===== src/desat_pkg.sv =====
// constants and types for the desaturation detect and response block
package desat_pkg;
   localparam int CLK_MHZ = 250;
   localparam int CHANNELS = 2;
   // intervals in their own units
   localparam int BLANK_NS = 3000;
   localparam int FILTER_NS = 1000;
   localparam int MIN_LATENCY_NS = 4000;
   localparam int SSD_NS = 10000;
   localparam int FAULT_HOLD_MS = 10;
   // cycle counts: least times round up, none below one cycle
   localparam int BLANK_CYC = (BLANK_NS * CLK_MHZ + 999) / 1000;
   localparam int FILTER_CYC = (FILTER_NS * CLK_MHZ + 999) / 1000;
   localparam int MIN_LATENCY_CYC = (MIN_LATENCY_NS * CLK_MHZ + 999) / 1000;
   localparam int SSD_CYC = (SSD_NS * CLK_MHZ + 999) / 1000;
   localparam int FAULT_HOLD_CYC_DEF = FAULT_HOLD_MS * 1000 * CLK_MHZ;
   localparam int CNT_W = 24;
   localparam int SSD_STEP_W = 4;
   localparam logic [SSD_STEP_W-1:0] SSD_LEVEL_FULL = 4'hF;
   localparam logic [SSD_STEP_W-1:0] SSD_LEVEL_OFF = 4'h0;
   // per-channel operating state
   typedef enum logic [2:0] {
      ST_OFF = 3'b000,
      ST_BLANK = 3'b001,
      ST_WATCH = 3'b010,
      ST_SOFT_OFF = 3'b011,
      ST_BLOCKED = 3'b100
   } chan_state_t;
endpackage : desat_pkg


===== src/desat_channel.sv =====
// one channel: blanking, filter, soft shutdown and fault blocking
module desat_channel
   import desat_pkg::*;
#(
   parameter int FAULT_HOLD_CYC = FAULT_HOLD_CYC_DEF
)
(
   input wire logic clock_i, // core clock
   input wire logic rst_i, // synchronous reset, active high
   input wire logic cmd_on_i, // switch command, high means on
   input wire logic over_threshold_i, // sense above detect_threshold_ref
   input wire logic [CNT_W-1:0] response_cyc_i, // configured response time in cycles
   output logic gate_turn_on_out_o, // turn-on stage enable
   output logic gate_turn_off_out_o, // turn-off stage enable
   output logic [SSD_STEP_W-1:0] gate_level_o, // gate drive level, ramps on soft shutdown
   output logic sense_clamp_o, // pull collector_sense to negative_rail
   output logic fault_status_out_oe_o, // open-drain pull-down enable
   output logic fault_pulse_o // one-cycle pulse on confirmed fault
);
   chan_state_t state_reg;
   logic [CNT_W-1:0] time_reg; // cycles since turn-on
   logic [CNT_W-1:0] filt_reg; // cycles continuously over threshold
   logic [CNT_W-1:0] block_reg; // blocking and fault hold counter
   logic [CNT_W-1:0] ssd_reg; // soft shutdown step counter
   logic [CNT_W-1:0] blank_end;
   logic confirm;

   // a longer configured response stretches the blanking; the floor is min latency
   function automatic logic [CNT_W-1:0] blank_len(input logic [CNT_W-1:0] resp);
      logic [CNT_W-1:0] r;
      r = (resp < CNT_W'(MIN_LATENCY_CYC)) ? CNT_W'(MIN_LATENCY_CYC) : resp;
      return r - CNT_W'(FILTER_CYC);
   endfunction : blank_len

   assign blank_end = blank_len(response_cyc_i);
   assign confirm = (state_reg == ST_WATCH) && over_threshold_i && (filt_reg == CNT_W'(FILTER_CYC - 1));

   // state sequencing
   always_ff @(posedge clock_i)
   begin
      if (rst_i)
      begin
         state_reg <= ST_OFF;
      end
      else
      begin
         unique case (state_reg)
            ST_OFF:
            begin
               if (cmd_on_i)
                  state_reg <= ST_BLANK;
            end
            ST_BLANK:
            begin
               if (!cmd_on_i)
                  state_reg <= ST_OFF;
               else if (time_reg == blank_end - CNT_W'(1)) // [RULE_03] [RULE_06]
                  state_reg <= ST_WATCH;
            end
            ST_WATCH:
            begin
               if (confirm) // [RULE_04] [RULE_05] [RULE_07]
                  state_reg <= ST_SOFT_OFF;
               else if (!cmd_on_i)
                  state_reg <= ST_OFF;
            end
            ST_SOFT_OFF:
            begin
               if (ssd_reg == CNT_W'(SSD_CYC - 1)) // [RULE_11]
                  state_reg <= ST_BLOCKED;
            end
            ST_BLOCKED:
            begin
               // commands ignored until the hold expires [RULE_09]
               if (block_reg == CNT_W'(FAULT_HOLD_CYC - 1))
                  state_reg <= ST_OFF;
            end
            default:
               state_reg <= ST_OFF;
         endcase
      end
   end

   // time since turn-on, per-channel counter [RULE_12]
   always_ff @(posedge clock_i)
   begin
      if (rst_i || state_reg != ST_BLANK)
         time_reg <= '0;
      else
         time_reg <= time_reg + CNT_W'(1);
   end

   // filter restarts on any dip below threshold [RULE_04]
   always_ff @(posedge clock_i)
   begin
      if (rst_i || state_reg != ST_WATCH || !over_threshold_i)
         filt_reg <= '0;
      else
         filt_reg <= filt_reg + CNT_W'(1);
   end

   // soft shutdown duration counter
   always_ff @(posedge clock_i)
   begin
      if (rst_i || state_reg != ST_SOFT_OFF)
         ssd_reg <= '0;
      else
         ssd_reg <= ssd_reg + CNT_W'(1);
   end

   // fault hold counts from confirmation, covering soft shutdown too
   always_ff @(posedge clock_i)
   begin
      if (rst_i || confirm)
         block_reg <= '0;
      else if (state_reg == ST_SOFT_OFF || state_reg == ST_BLOCKED)
         block_reg <= block_reg + CNT_W'(1);
      else
         block_reg <= '0;
   end

   // gate stage drive
   always_ff @(posedge clock_i)
   begin
      if (rst_i)
      begin
         gate_turn_on_out_o <= 1'b0;
         gate_turn_off_out_o <= 1'b1;
         gate_level_o <= SSD_LEVEL_OFF;
         sense_clamp_o <= 1'b1;
      end
      else
      begin
         unique case (state_reg)
            ST_OFF:
            begin
               // timing capacitor discharged while off [RULE_01]
               gate_turn_on_out_o <= cmd_on_i; // [RULE_02]
               gate_turn_off_out_o <= !cmd_on_i;
               gate_level_o <= cmd_on_i ? SSD_LEVEL_FULL : SSD_LEVEL_OFF;
               sense_clamp_o <= !cmd_on_i; // [RULE_01]
            end
            ST_BLANK, ST_WATCH:
            begin
               gate_turn_on_out_o <= cmd_on_i && !confirm; // [RULE_02] [RULE_07]
               gate_turn_off_out_o <= !cmd_on_i && !confirm;
               gate_level_o <= (cmd_on_i && !confirm) ? SSD_LEVEL_FULL :
                  (confirm ? SSD_LEVEL_FULL - SSD_STEP_W'(1) : SSD_LEVEL_OFF);
               sense_clamp_o <= !cmd_on_i || confirm; // [RULE_01]
            end
            ST_SOFT_OFF:
            begin
               // both stages off; level ramps down from one below full, never rising [RULE_11]
               gate_turn_on_out_o <= 1'b0;
               gate_turn_off_out_o <= 1'b0;
               gate_level_o <= SSD_LEVEL_FULL - SSD_STEP_W'(1) -
                  SSD_STEP_W'((ssd_reg * CNT_W'(15)) / CNT_W'(SSD_CYC));
               sense_clamp_o <= 1'b1;
            end
            ST_BLOCKED:
            begin
               // negative drive keeps the switch off [RULE_07]
               gate_turn_on_out_o <= 1'b0;
               gate_turn_off_out_o <= 1'b1;
               gate_level_o <= SSD_LEVEL_OFF;
               sense_clamp_o <= 1'b1;
            end
            default:
            begin
               gate_turn_on_out_o <= 1'b0;
               gate_turn_off_out_o <= 1'b1;
               gate_level_o <= SSD_LEVEL_OFF;
               sense_clamp_o <= 1'b1;
            end
         endcase
      end
   end

   // fault report: low at once, released after the hold [RULE_08] [RULE_10]
   always_ff @(posedge clock_i)
   begin
      if (rst_i)
      begin
         fault_status_out_oe_o <= 1'b0;
         fault_pulse_o <= 1'b0;
      end
      else
      begin
         fault_pulse_o <= confirm;
         if (confirm)
            fault_status_out_oe_o <= 1'b1; // [RULE_08]
         else if (state_reg == ST_BLOCKED && block_reg == CNT_W'(FAULT_HOLD_CYC - 1))
            fault_status_out_oe_o <= 1'b0; // [RULE_10]
      end
   end
endmodule : desat_channel


===== src/desat_short_circuit_detect.sv =====
// dual-channel desaturation short-circuit detect and response, secondary side
// Operation
// [RULE_01] off channel clamps sense node to negative rail
// [RULE_02] on command enables turn-on, disables turn-off stage
// [RULE_03] ignore sense comparator during 3 us blanking
// [RULE_04] fault needs 1 us continuous over-threshold
// [RULE_05] latency is filter plus longer of blanking, crossing
// [RULE_06] response floor 4 us; longer setting honoured
// [RULE_07] confirmed fault switches the channel off
// [RULE_08] fault status asserted at once on fault
// [RULE_09] commands ignored during blocking interval after fault
// [RULE_10] fault status held 10 ms then released
// [RULE_11] soft shutdown ramps gate down over 10 us
// [RULE_12] intervals are per-channel clock-derived cycle counters
module desat_short_circuit_detect
   import desat_pkg::*;
#(
   parameter int FAULT_HOLD_CYC = FAULT_HOLD_CYC_DEF
)
(
   input wire logic clock_i, // 250 MHz core clock
   input wire logic rst_i, // synchronous reset, active high
   input wire logic [CHANNELS-1:0] cmd_on_i, // per-channel switch command
   input wire logic [CHANNELS-1:0] collector_sense_i, // comparator: sense above threshold
   input wire logic [CNT_W-1:0] response_cyc_i, // configured response time, cycles
   output logic [CHANNELS-1:0] gate_turn_on_out_o, // turn-on stage enable
   output logic [CHANNELS-1:0] gate_turn_off_out_o, // turn-off stage enable
   output logic [2*SSD_STEP_W-1:0] gate_level_o, // per-channel gate level, ch0 low nibble
   output logic [CHANNELS-1:0] collector_sense_oe_o, // sense clamp to negative_rail
   output logic [CHANNELS-1:0] collector_sense_o, // clamp drive value, always low
   output logic [CHANNELS-1:0] fault_status_out_oe_o, // open-drain pull-down enable
   output logic [CHANNELS-1:0] fault_status_out_o, // open-drain value, always low
   output logic [CHANNELS-1:0] fault_pulse_o // one-cycle pulse per confirmed fault
);
   // drive value of open-drain and clamp pins is constant low
   always_ff @(posedge clock_i)
   begin
      collector_sense_o <= '0;
      fault_status_out_o <= '0;
   end

   // one instance per channel; channels share only the clock, reset and response setting
   for (genvar c = 0; c < CHANNELS; c++)
   begin : g_chan
      desat_channel #(
         .FAULT_HOLD_CYC(FAULT_HOLD_CYC)
      ) u_chan (
         .clock_i(clock_i),
         .rst_i(rst_i),
         .cmd_on_i(cmd_on_i[c]),
         .over_threshold_i(collector_sense_i[c]),
         .response_cyc_i(response_cyc_i),
         .gate_turn_on_out_o(gate_turn_on_out_o[c]),
         .gate_turn_off_out_o(gate_turn_off_out_o[c]),
         .gate_level_o(gate_level_o[c*SSD_STEP_W +: SSD_STEP_W]),
         .sense_clamp_o(collector_sense_oe_o[c]),
         .fault_status_out_oe_o(fault_status_out_oe_o[c]),
         .fault_pulse_o(fault_pulse_o[c])
      );
   end
endmodule : desat_short_circuit_detect


===== config.mk =====
export PLATFORM = sky130hd
export DESIGN_NAME = desat_short_circuit_detect
export DESIGN_NICKNAME = d
export VERILOG_FILES = /design/src/desat_pkg.sv /design/src/desat_channel.sv /design/src/desat_short_circuit_detect.sv
export SDC_FILE = /design/constraint.sdc
export NUM_CORES = 1
export LEC_CHECK = 0
export BUFFER_PORTS_ARGS = -buffer_cell sky130_fd_sc_hd__clkbuf_2
export CAP_MARGIN = 25
export CORE_AREA = 2 2 254 256
export CTS_BUF_LIST = sky130_fd_sc_hd__clkbuf_4
export DETAILED_ROUTE_END_ITERATION = 16
export DIE_AREA = 0 0 256 258
export HOLD_SLACK_MARGIN = 0.08
export PLACE_DENSITY = 0.53
export SLEW_MARGIN = 10
export SYNTH_ARGS = -nofsm -noshare
export SYNTH_HDL_FRONTEND = slang
export SYNTH_SLANG_ARGS = --single-unit

===== constraint.sdc =====
create_clock -name clock_i -period 14.3 [get_ports clock_i]
set_input_delay 1.43 -clock clock_i [delete_from_list [all_inputs] [get_ports clock_i]]
set_output_delay 1.43 -clock clock_i [all_outputs]
set_load 0.02 [all_outputs]

==> impl_metrics.csv <==
group,metric,value,unit
status,run_status,"finished, final reports clean",
global_route,number_of_antenna_violations_at_the_first_check_in_global_routing,1,
synthesis,netlist_area,25060,sq um
timing,finalCriticalPeriod,13860,ps
routing,final_antenna_net_count,0,
timing,finalClockSkew,56.79,ps
routing,dr.first_iter.drc_count,1392,
global_route,grt_first_pass_wirelength,117800,um
power,vdd_ir_drop_max,63.31,uV
final_layout,stdcell_area,32590,sq um
routing,total_number_of_vias,25640,
clock_network,htree_num_levels,2,
power,total_leakage_power,13.53,nW
timing,achievable-frequency,72.14,MHz
worst_hold_path,worst_hold_path_type,"register to register",
floorplan,floorplan.initialDensity,39.37,%
setup_path,cpLargestDelayFamily,"compound AO/OA/AOI/OAI gates",
timing,slew_viol_final,0,
setup_path,crit_end_element,"register",
setup_path,critPathRequiredTime,14920,ps
timing,timing_worst_slew_pin_value,888.9,ps
routing,drt_drc_violations_left,0,
setup_path,cp_max_fanout,6,
clock_network,cts_buffers,52,
setup_path,critical_path.n_buffers_inverters,9,
floorplan,die_area,66050,sq um
global_route,largest_net_degree_at_the_start_of_global_routing,25,
routing,drt_first_pass_iters,5,
synthesis,async_flop_share,0,%
synthesis,synth-main-ff-cell,"dfxtp_1",
clock_network,holdBufCountCts,0,
clock_network,clock_latency,730,ps
final_layout,sequential_standard_cell_area,4332,sq um
floorplan,die_y,258,um
synthesis,yosys.area.top_type,"dfxtp_1",
final_layout,most_common_library_cell_in_the_layout_ignoring_fill_and_taps,"buf_4",
synthesis,synth_top_cell_area_share,17.26,%
routing,finalWirelength,71220,um
final_layout,final_util,51.20,%
final_layout,final_cell_mix,"buf_4 (573), nor2_1 (360), nand2_1 (230)",
setup_path,startpoint_type,"register",
place,postPlaceCellArea,29860,sq um
clock_network,cts.reportedPaths.clkPinSlew,70,ps
timing,timing.final.hold_violations,0,
global_route,track_usage,20.39,%
final_layout,final_nets,4008,
final_layout,layout-drive-gt1-share,29.29,%
setup_path,cp.arrival,14480,ps
clock_network,max-clock-path-buffers,3,
setup_path,setup.worst_path.class,"register to register",
synthesis,yosys-top-cells-area,"dfxtp_1 (17%), xnor2_1 (7.6%), fa_1 (6.6%)",
place,dp_hpwl,56180,um
final_layout,fillers,6202,
final_layout,syn2layout_area_growth,30.07,%
timing,grt_setup_unrepaired,"true",
setup_path,cpMostUsedCell,"buf_4",
place,place.gp.congestion,0.8936,
timing,setup_viol_count_final,0,
power,powerDensity,39.24,nW/um^2
place,io_buffers,47,
timing,timing.slew.headroom,40.31,%
clock_network,cts_root_buffer,"clkbuf_4",
floorplan,core_area,63650,sq um
clock_network,numClockSinks,216,
routing,avgViaCountPerCell,5.490,
run,cap_viol_max_count,0,
synthesis,synth_cell_types,143,
synthesis,yosysSeqAreaShare,17.26,%
global_route,overflow,0,
floorplan,design.portCount,52,
setup_path,critPathMaxStageDelay,550,ps
timing,min_period_over_period,96.93,%
routing,wl_per_cell,15.25,um
global_route,number_of_global_route_vias_before_repair,24920,
synthesis,synth-warning-count,0,
clock_network,cts_tree,"yes",
floorplan,die-width,256,um
synthesis,synth_area_per_cell,7.840,sq um
synthesis,synth-edff-count,0,
final_layout,multi_input_comb_area,21280,sq um
floorplan,number_of_cell_rows,93,
setup_path,critical-path-slowest-cell,"fa_1",
synthesis,synth_seq_cells,216,
synthesis,netlist_instances,3196,
[per-stage QoR]
step                setup slack [ps]  hold slack (ps)  instances  total power, mW  setup TNS (ps)
floorplan                      362.3            425.8       3199           0.7395               0
global placement              -144.7            438.6       4532           0.7750          -146.0
detailed placement            -369.0            458.4       4534           0.7793          -967.0
CTS                            21.86            469.0       4623            1.302               0
global route                  -258.5            484.6       4669            1.352          -963.9
finish                         438.8            471.7       4669            1.279               0
[where the power goes]
group	switching, mW	total (mW)	internal [mW]
clock network	0.260	0.512	0.252
logic	0.0844	0.131	0.0461
registers	0.0215	0.636	0.614
total	0.366	1.28	0.913
[synth_stat cells (72+ instances only)]
cell     instances
inv_1          160
nand2_1        237
fa_1            82
nor3_1          83
xnor2_1        218
nor2_1         371
xor2_1         145
a21oi_1        163
ha_1           117
dfxtp_1        216
o21ai_0        122
and3_1          72
nand3_1        147
[kinds of logic (layout without fill, tap and decap cells)]
group / after synthesis / count (layout) / share of synthesized area (%)
AOI/OAI and AO/OA: 823 / 823 / 24.69
and+or+nand+nor: 1275 / 1275 / 25.69
buffers and inverters: 262 / 876 / 4.674
adders and majority gates: 208 / 208 / 12.76
xor gates and xnor gates: 369 / 369 / 13.08
other: 1 / 5 / 0.01497
DFF: 216 / 216 / 17.26
muxes: 42 / 42 / 1.838
[cell type report]
class	count	share of cell area (%)
Clock buffer	73	1.682
Inverter	160	1.843
Antenna cell	1	0.007678
Multi-Input combinational cell	2721	65.31
Timing Repair Buffer	628	14.30
Sequential cell	216	13.29
Clock inverter	15	0.2841
Tap cell	855	3.283
[per-layer routing]
layer / track usage (%) / vias up / routed length [um]
met5: 0 / - / 0
met4: 4.337 / 0 / 1136
met3: 2.150 / 92 / 1919
met2: 36.15 / 380 / 35280
met1: 26.73 / 12330 / 32880
li1: - / 12830 / -
[worst paths after layout]
kind                            startpoint  slack (ps)                          endpoint  depth (start not counted)
max            g_chan[1].u_chan.ssd_reg[5]         440  g_chan[1].u_chan.gate_level_o[2]                         59
min          g_chan[1].u_chan.block_reg[0]         470     g_chan[1].u_chan.block_reg[0]                          1
max reg2reg    g_chan[1].u_chan.ssd_reg[5]         440  g_chan[1].u_chan.gate_level_o[2]                         59
min reg2reg  g_chan[1].u_chan.block_reg[0]         470     g_chan[1].u_chan.block_reg[0]                          1
[timing repair]
item | 4_1_cts | 5_1_grt
endpoints found under the setup margin | 7 | 8
gates resized for setup | 32 | 314
setup buffers | 1 | 44
pin swaps | 1 | 68
hold endpoints to repair | 0 | 0
gates cloned | 0 | 1
(Power assumes the default switching activity.)
